**config.mk**
```make
export PLATFORM = sky130hd
export DESIGN_NAME = wct_watchdog
export DESIGN_NICKNAME = d
export VERILOG_FILES = /design/src/inc/wct_pkg.sv /design/src/rtl/wct_counter.sv /design/src/rtl/wct_sync.sv /design/src/rtl/wct_watchdog.sv
export SDC_FILE = /design/constraint.sdc
export NUM_CORES = 1
export LEC_CHECK = 0
export ABC_CLOCK_PERIOD_IN_PS = 4300
export BUFFER_PORTS_ARGS = -buffer_cell sky130_fd_sc_hd__buf_2
export CORE_MARGIN = 2
export CORE_UTILIZATION = 40
export DETAILED_ROUTE_END_ITERATION = 8
export PLACE_DENSITY_LB_ADDON = 0.1
export SLEW_MARGIN = 20
export SYNTH_ARGS = -nofsm -noshare
export SYNTH_HDL_FRONTEND = slang
export SYNTH_SLANG_ARGS = --single-unit
```
**constraint.sdc**
```tcl
create_clock -name SYS_CLK -period 4.3 [get_ports SYS_CLK]
set_input_delay 0.215 -clock SYS_CLK [delete_from_list [all_inputs] [get_ports SYS_CLK]]
set_output_delay 0.215 -clock SYS_CLK [all_outputs]
set_load 0.02 [all_outputs]
```
**src/inc/wct_pkg.sv**
```systemverilog
// watchdog control and timeout: shared constants, types and helpers
// assumes a 32-bit classic wishbone bus and one 100 MHz core clock
package wct_pkg;

	// register byte offsets
	localparam logic [7:0] A_CTRL  = 8'h00; // control and status
	localparam logic [7:0] A_RSTAT = 8'h04; // reset status
	localparam logic [7:0] A_ISTAT = 8'h08; // event status, read only
	localparam logic [7:0] A_ICLR  = 8'h0C; // event clear, write only
	localparam logic [7:0] A_IEN   = 8'h10; // event enable

	// control and status field positions
	localparam int B_FLAG = 7;
	localparam int B_IE   = 6;
	localparam int B_P3   = 5;
	localparam int B_CE   = 4;
	localparam int B_WDE  = 3;
	localparam int B_WATCHDOG_RESET_FLAG = 0; // in reset status

	// event bits
	localparam int EV_TOUT = 0;
	localparam int EV_SRST = 1;

	// reset values and timing
	localparam logic [7:0]  CTRL_RESET   = 8'h00;
	localparam logic [1:0]  EV_RESET     = 2'h0;
	localparam logic [2:0]  CE_WINDOW    = 3'h4;
	localparam int          TIMEOUT_BASE = 2048;
	localparam logic [3:0]  PS_MAX       = 4'h9;

	typedef enum logic [3:0] {
		M_STOP = 4'h1,
		M_INT  = 4'h2,
		M_RST  = 4'h4,
		M_BOTH = 4'h8
	} wct_mode_type;

	typedef struct packed {
		logic       run;
		logic       restart;
		logic [3:0] code;
	} wct_cnt_cfg_type;

	// timeout period in oscillator cycles; reserved codes use the longest
	function automatic logic [20:0] wct_limit(input logic [3:0] code, input logic [20:0] base);
		logic [3:0] c;
		c = (code > PS_MAX) ? PS_MAX : code;
		return base << c;
	endfunction

	// operating mode from fuse and effective enables
	function automatic wct_mode_type wct_mode_of(input logic fuse, input logic system_reset_enable,
		input logic ie);
		wct_mode_type m;
		m = M_STOP;
		if (fuse) begin
			m = M_RST;
		end else begin
			case ({system_reset_enable, ie})
				2'b01: m = M_INT;
				2'b10: m = M_RST;
				2'b11: m = M_BOTH;
				default: m = M_STOP;
			endcase
		end
		return m;
	endfunction

endpackage

```
**src/rtl/wct_counter.sv**
```systemverilog
// watchdog control and timeout: oscillator cycle counter
// assumes tick is a one-cycle pulse per oscillator period
`timescale 1ns/100ps
module wct_counter
	import wct_pkg::*;
#(
	parameter logic [20:0] BASE = 21'(TIMEOUT_BASE)
)(
	// clock and reset
	input  wire logic            clk,
	input  wire logic            rst,
	// oscillator tick and configuration
	input  wire logic            tick,
	input  wct_cnt_cfg_type      cfg,
	// one-cycle timeout pulse
	output wire logic            tout
);
	typedef struct packed {
		logic [19:0] cnt;
		logic        tout;
	} wct_cnt_st_type;

	wct_cnt_st_type s_r;
	wct_cnt_st_type s_nxt;
	logic [20:0]    lim;

	// count oscillator ticks, wrap on timeout
	always_comb begin
		s_nxt      = s_r;
		s_nxt.tout = 1'b0;
		// RL13 period from code
		lim = wct_limit(cfg.code, BASE);
		// RL19 restart clears count
		if (!cfg.run || cfg.restart) begin
			s_nxt.cnt = '0;
		end else if (tick) begin
			// RL16 timeout on count reached
			if ({1'b0, s_r.cnt} >= lim - 21'h000001) begin
				s_nxt.cnt  = '0;
				s_nxt.tout = 1'b1;
			end else begin
				s_nxt.cnt = s_r.cnt + 20'h00001;
			end
		end
	end

	always_ff @(posedge clk) begin
		if (rst) begin
			s_r <= '0;
		end else begin
			s_r <= s_nxt;
		end
	end

	assign tout = s_r.tout;
endmodule

```
**src/rtl/wct_sync.sv**
```systemverilog
// watchdog control and timeout: oscillator edge synchroniser
// assumes osc_in is unrelated to clk and far slower than it
`timescale 1ns/100ps
module wct_sync
	import wct_pkg::*;
(
	// clock and reset
	input  wire logic clk,
	input  wire logic rst,
	// oscillator level in, one-cycle rise out
	input  wire logic osc_in,
	output wire logic osc_rise
);
	typedef struct packed {
		logic s1;
		logic s2;
		logic s3;
	} wct_sync_st_type;

	wct_sync_st_type s_r;
	wct_sync_st_type s_nxt;

	// two flops for the level, a third only for edge detection
	always_comb begin
		s_nxt    = s_r;
		s_nxt.s1 = osc_in;
		s_nxt.s2 = s_r.s1;
		s_nxt.s3 = s_r.s2;
	end

	always_ff @(posedge clk) begin
		if (rst) begin
			s_r <= '0;
		end else begin
			s_r <= s_nxt;
		end
	end

	assign osc_rise = s_r.s2 & ~s_r.s3;
endmodule

```
**src/rtl/wct_watchdog.sv**
```systemverilog
// watchdog control and timeout: top with register slave and mode logic
// assumes classic wishbone master, core pulses for vector and restart
//
// Added by the designer: the register addresses and the Wishbone interface to the registers.
`timescale 1ns/100ps
// What this block does
// RL1: timeout in interrupt operation sets flag
// RL2: vector execution or writing one clears flag
// RL3: request needs global enable, enable, flag
// RL4: interrupt only mode interrupts every timeout
// RL5: combined mode first timeout sets flag only
// RL6: combined vector clears enable and flag
// RL7: unserviced second timeout gives system reset
// RL8: software re-arms enable outside service routine
// RL9: combined mode: interrupt, then reset operation
// RL10: clear reset enable, prescaler need change enable
// RL11: change enable self-clears after four cycles
// RL12: reset flag forces reset enable set
// RL13: prescaler selects 2048 doubled per step
// RL14: no enables stops; reset enable resets
// RL15: oscillator events synchronised into core clock
// RL16: counter counts own oscillator, signals timeout
// RL17: protected change is two writes, four cycles
// RL18: fuse forces reset mode, enable locked
// RL19: restart instruction clears the counter
module wct_watchdog
	import wct_pkg::*;
#(
	parameter int BASE_CYCLES = TIMEOUT_BASE
)(
	// clock and reset
	input  wire logic        SYS_CLK,
	input  wire logic        RST,
	// wishbone slave
	input  wire logic        WB_CYC_I,
	input  wire logic        WB_STB_I,
	input  wire logic        WB_WE_I,
	input  wire logic [7:0]  WB_ADR_I,
	input  wire logic [3:0]  WB_SEL_I,
	input  wire logic [31:0] WB_DAT_I,
	output wire logic [31:0] WB_DAT_O,
	output wire logic        WB_ACK_O,
	// watchdog oscillator and fuse
	input  wire logic        WDT_OSC,
	input  wire logic        ALWAYS_ON_FUSE,
	// core side
	input  wire logic        WDR_EXEC,
	input  wire logic        VECTOR_ACK,
	input  wire logic        GLOBAL_IE,
	output wire logic        TIMEOUT_IRQ_REQ,
	output wire logic        SYS_RESET_REQ,
	output wire logic        IRQ
);
	typedef struct packed {
		logic       ack;
		logic [7:0] rdat;
		logic       flag;
		logic       ie;
		logic [3:0] ps;
		logic       system_reset_enable;
		logic [2:0] win;
		logic       watchdog_reset_flag;
		logic [1:0] ist;
		logic [1:0] ien;
		logic       srst;
	} wct_st_type;

	wct_st_type      s_r;
	wct_st_type      s_nxt;
	wct_cnt_cfg_type cfg;
	wct_mode_type    mode;
	logic            tick;
	logic            tout;
	logic            req;
	logic            wr;
	logic [7:0]      adr;
	logic [7:0]      d;
	logic            win_open;
	logic            wde_eff;
	logic            ie_eff;
	logic [7:0]      ctrl_rd;

	// RL15 oscillator into core domain
	wct_sync u_sync (
		.clk      (SYS_CLK),
		.rst      (RST),
		.osc_in   (WDT_OSC),
		.osc_rise (tick)
	);

	wct_counter #(
		.BASE (21'(BASE_CYCLES))
	) u_cnt (
		.clk  (SYS_CLK),
		.rst  (RST),
		.tick (tick),
		.cfg  (cfg),
		.tout (tout)
	);

	// bus decode and effective control bits
	assign req      = WB_CYC_I & WB_STB_I;
	assign wr       = req & s_r.ack & WB_WE_I & WB_SEL_I[0];
	assign adr      = {WB_ADR_I[7:2], 2'b00};
	assign d        = WB_DAT_I[7:0];
	assign win_open = (s_r.win != 3'h0);
	// RL12 reset flag overrides enable
	assign wde_eff  = s_r.system_reset_enable | s_r.watchdog_reset_flag | ALWAYS_ON_FUSE;
	// RL18 fuse locks enable low
	assign ie_eff   = s_r.ie & ~ALWAYS_ON_FUSE;
	assign mode     = wct_mode_of(ALWAYS_ON_FUSE, wde_eff, ie_eff);
	assign ctrl_rd  = {s_r.flag, ie_eff, s_r.ps[3], win_open, wde_eff, s_r.ps[2:0]};

	// counter control
	assign cfg.run     = (mode != M_STOP);
	assign cfg.restart = WDR_EXEC | s_r.srst;
	assign cfg.code    = s_r.ps;

	// next state: bus, control writes, vector, timeout
	// order matters: later steps override earlier ones, so a timeout
	// event always beats a software clear or a vector in the same cycle,
	// and a reset request can never be lost to a racing flag write
	always_comb begin
		s_nxt      = s_r;
		s_nxt.srst = 1'b0;
		s_nxt.ack  = req & ~s_r.ack;
		// read data latched as ack is raised
		if (req && !s_r.ack) begin
			case (adr)
				A_CTRL:  s_nxt.rdat = ctrl_rd;
				A_RSTAT: s_nxt.rdat = {7'h00, s_r.watchdog_reset_flag};
				A_ISTAT: s_nxt.rdat = {6'h00, s_r.ist};
				A_IEN:   s_nxt.rdat = {6'h00, s_r.ien};
				default: s_nxt.rdat = 8'h00;
			endcase
		end
		// RL11 change window counts down
		s_nxt.win = win_open ? s_r.win - 3'h1 : 3'h0;
		if (wr) begin
			case (adr)
				A_CTRL: begin
					// RL2 write one clears flag
					if (d[B_FLAG]) begin
						s_nxt.flag = 1'b0;
					end
					s_nxt.ie = d[B_IE] & ~ALWAYS_ON_FUSE;
					// RL17 change enable opens window
					if (d[B_CE]) begin
						s_nxt.win = CE_WINDOW;
					end
					// RL10 clear only inside window
					if (d[B_WDE]) begin
						s_nxt.system_reset_enable = 1'b1;
					end else if (win_open && !d[B_CE] && !s_r.watchdog_reset_flag) begin
						s_nxt.system_reset_enable = 1'b0;
					end
					// RL10 prescaler only inside window
					if (win_open) begin
						s_nxt.ps = {d[B_P3], d[2:0]};
					end
				end
				A_RSTAT: begin
					if (!d[B_WATCHDOG_RESET_FLAG]) begin
						s_nxt.watchdog_reset_flag = 1'b0;
					end
				end
				A_ICLR:  s_nxt.ist = s_r.ist & ~d[1:0];
				A_IEN:   s_nxt.ien = d[1:0];
				default: s_nxt.ist = s_nxt.ist;
			endcase
		end
		// RL2 vector execution clears flag
		if (VECTOR_ACK) begin
			s_nxt.flag = 1'b0;
			// RL6 combined falls back to reset
			if (mode == M_BOTH) begin
				s_nxt.ie = 1'b0;
			end
		end
		// timeout actions, set wins over clears
		if (tout) begin
			s_nxt.ist[EV_TOUT] = 1'b1;
			case (mode)
				// RL4 interrupt only mode
				M_INT: s_nxt.flag = 1'b1;
				// RL9 interrupt first, then reset
				M_BOTH: begin
					// RL7 unserviced flag resets
					if (s_r.flag) begin
						s_nxt.srst = 1'b1;
					end else begin
						// RL5 first timeout flags
						s_nxt.flag = 1'b1;
					end
				end
				// RL14 reset only mode
				M_RST: s_nxt.srst = 1'b1;
				default: s_nxt.srst = 1'b0;
			endcase
			if (s_nxt.srst) begin
				s_nxt.watchdog_reset_flag          = 1'b1;
				s_nxt.ist[EV_SRST]  = 1'b1;
			end
		end
	end

	// state register
	always_ff @(posedge SYS_CLK) begin
		if (RST) begin
			s_r      <= '0;
			s_r.flag <= CTRL_RESET[B_FLAG];
			s_r.ist  <= EV_RESET;
			s_r.ien  <= EV_RESET;
		end else begin
			s_r <= s_nxt;
		end
	end

	// outputs
	assign WB_DAT_O        = {24'h000000, s_r.rdat};
	assign WB_ACK_O        = s_r.ack;
	// RL3 gated interrupt request
	assign TIMEOUT_IRQ_REQ = GLOBAL_IE & ie_eff & s_r.flag;
	assign SYS_RESET_REQ   = s_r.srst;
	assign IRQ             = |(s_r.ist & s_r.ien);

	logic wr_ctrl;
	assign wr_ctrl = wr && (adr == A_CTRL);
endmodule

```
==> flow_summary.json <==
{
  "cts-resized-gates": 0,
  "maxCapViolations": 0,
  "synth-async-reset-ratio_pct": 0,
  "synth_edf_count": 0,
  "overflow": 0,
  "fin_crit_sh_pct": 77.2,
  "status": "completed",
  "finalHoldViolations": 0,
  "fin_nets": 412,
  "postSynthAreaPerCell_um2": 8.31,
  "grt_pass1_wl_mm": 9.52,
  "chipHeight_um": 85.8,
  "drtIter0Drc": 98,
  "cts-buffers-inserted": 5,
  "start_util_pct": 41.7,
  "cp-start-kind": "flop",
  "path_class": "reg -> reg",
  "vias": 2205,
  "layout_commonest_cell": "dfxtp_1",
  "insertion_delay_ps": 310,
  "synth-main-ff-cell": "dfxtp_1",
  "ys_seq_area_share_pct": 36.7,
  "clkPwrFrac_pct": 39.6,
  "end_kind": "flop",
  "path_clk_slew_ps": 100,
  "hpwlAfterDp_mm": 4.15,
  "core_mm2": 0.00642,
  "rsz0062_at_grt": "false",
  "die_x_um": 85.8,
  "io_pins": 90,
  "vdd_drop_max_mv": 0.166,
  "antenna_found_initial": 0,
  "cts_buffer_depth": 2,
  "synthesis.instances": 322,
  "p_seq_share_pct": 53.8,
  "yosysWarningCount": 0,
  "htree_levels": 2,
  "multi_input_area_mm2": 0.00147,
  "cts_root_buf": "clkbuf_8",
  "setup_viol": 0,
  "powerDensity_mw_per_mm2": 297,
  "place_congestion": 0.847,
  "p_sw_share_pct": 24.1,
  "cp_max_fo": 18,
  "die-area_mm2": 0.00736,
  "drc": 0,
  "ant_nets": 0,
  "internal_power_mw": 0.645,
  "antenna_cells": 0,
  "grt_pass1_vias": 2055,
  "setup_tns_ps": 0,
  "wl_per_cell_um": 13.4,
  "clock.fmax_mhz": 301,
  "cts_tree": "built",
  "final_util_pct": 44.6,
  "io_buffer_count": 36,
  "first_pass_iters": 6,
  "slew_headroom_pct": 35.9,
  "area_delta_synth_final_pct": 7.06,
  "synth-seq-cells": 49,
  "final_cell_mix": "dfxtp_1 (49), buf_2 (36), nand2_1 (28)",
  "synth_area_mm2": 0.00268,
  "p_switching_mw": 0.205,
  "track_usage_pct": 16.1,
  "cts_setup_buffers": 0,
  "worstHoldPathType": "in -> reg",
  "cp.arrival_ps": 3480,
  "power_frac_comb_pct": 6.6,
  "clkSinkCount": 49,
  "holdBufCountCts": 0,
  "cp.required_ps": 4460,
  "fp-row-count": 29,
  "fin_skew_ps": 11.9,
  "leakagePower_nw": 1.12,
  "final_layout_size_suffix_gt1_share_pct": 14.5,
  "fillers": 649,
  "slew_viol_final": 0,
  "routed_wl_mm": 5.65,
  "max_slew.worst_pin.slew_ps": 961,
  "ys_types": 46,
  "vias_per_cell": 5.21,
  "period_needed_ps": 3320,
  "grt_max_degree": 27,
  "seq_area_um2": 981
}
[worst max-delay path: stages, from the launching register on]
cell     delay (ps)
dfxtp_1         420
nor2_1          200
nand3_1         100
ha_1            260
nor3_1          140
a21oi_1          60
o21a_1          180
ha_1            270
nand3_1          80
or4_1           530
o31a_1          330
a21oi_4         500
nor3_1          110
[synth_stat cells (2+ instances only)]
cell type / number / share of area, %
ha_1: 13 / 6.1
mux2i_1: 3 / 1.1
nand2_1: 28 / 3.9
clkbuf_1: 10 / 1.4
nand3b_1: 2 / 0.56
o21ai_0: 8 / 1.5
o21a_1: 2 / 0.56
and2_1: 3 / 0.70
or2_2: 3 / 0.70
buf_4: 32 / 9.0
nand3_1: 14 / 2.6
xor2_1: 8 / 2.6
nand4_1: 10 / 2.3
nor2b_1: 7 / 1.6
inv_1: 7 / 0.98
nor2_1: 22 / 3.1
xnor2_1: 10 / 3.3
a31o_2: 2 / 0.65
a21oi_1: 24 / 4.5
a211oi_1: 2 / 0.56
nand2b_1: 4 / 0.93
a221oi_1: 2 / 0.65
or3_1: 2 / 0.47
nor4_1: 3 / 0.70
and3_1: 6 / 1.4
nor3_1: 25 / 4.7
and4_1: 3 / 0.98
dfxtp_1: 49 / 37
[kinds of logic (layout without fill, tap and decap cells)]
kind of cell,after synthesis,in the layout,share of synthesized area [%]
buffers and inverters,50,51,11.8
other,1,24,0.140
AOI/OAI and AO/OA,53,53,12.7
xor gates and xnor gates,18,18,5.89
and+or+nand+nor,135,135,25.6
adders and majority gates,13,13,6.08
muxes,3,3,1.12
DFF,49,49,36.7
[per-stage QoR]
step,setup slack [ps],power [mW],cell area [um^2],hold slack (ps),instances
final,980,0.850,2870,117,423
after CTS,974,0.857,2870,113,423
after floorplan,1330,0.522,2760,326,345
after global placement,1030,0.524,2750,420,415
after global routing,679,0.886,2870,120,423
after detailed placement,1000,0.524,2750,434,415
[flip-flops by register name, summed over array words and instances, names as in the netlist]
register	count
WB_ACK_O	1
ctrl_rd	1
u_cnt.s_r	20
u_sync.s_nxt	2
u_sync.s_r	1
s_r	10
WB_DAT_O	8
u_cnt.tout	1
cfg	4
SYS_RESET_REQ	1
[power by group through the flow]
stage | clock, mW | combinational (mW) | sequential [mW]
2_1_floorplan | 0 | 0.0539 | 0.468
3_3_place_gp | 0 | 0.0557 | 0.468
3_5_place_dp | 0 | 0.0558 | 0.468
4_1_cts | 0.344 | 0.0560 | 0.458
5_1_grt | 0.366 | 0.0619 | 0.458
6_report | 0.336 | 0.0561 | 0.458
[final timing paths]
kind,from,endpoint,slack [ps],cells past startpoint
max,cfg[2],u_cnt.s_r[14],980,12
min,WDT_OSC,u_sync.s_nxt[1],120,2
max reg2reg,cfg[2],u_cnt.s_r[14],980,12
min reg2reg,u_sync.s_nxt[1],u_sync.s_nxt[0],460,1
[layer usage]
layer	vias to the layer above	routed length [um]	track usage, %
met5	-	0	0
met4	0	44	5.05
met3	4	356	3.85
met2	65	2480	25.6
met1	1013	2760	21.5
li1	1123	-	-
[final cells by class]
class / count / area share [%]
Sequential cell: 49 / 34.2
Inverter: 7 / 0.917
Timing Repair Buffer: 36 / 6.29
Clock inverter: 2 / 1.35
Tap cell: 77 / 3.36
Multi-Input combinational cell: 246 / 51.3
Clock buffer: 6 / 2.53
(Power assumes the default switching activity.)
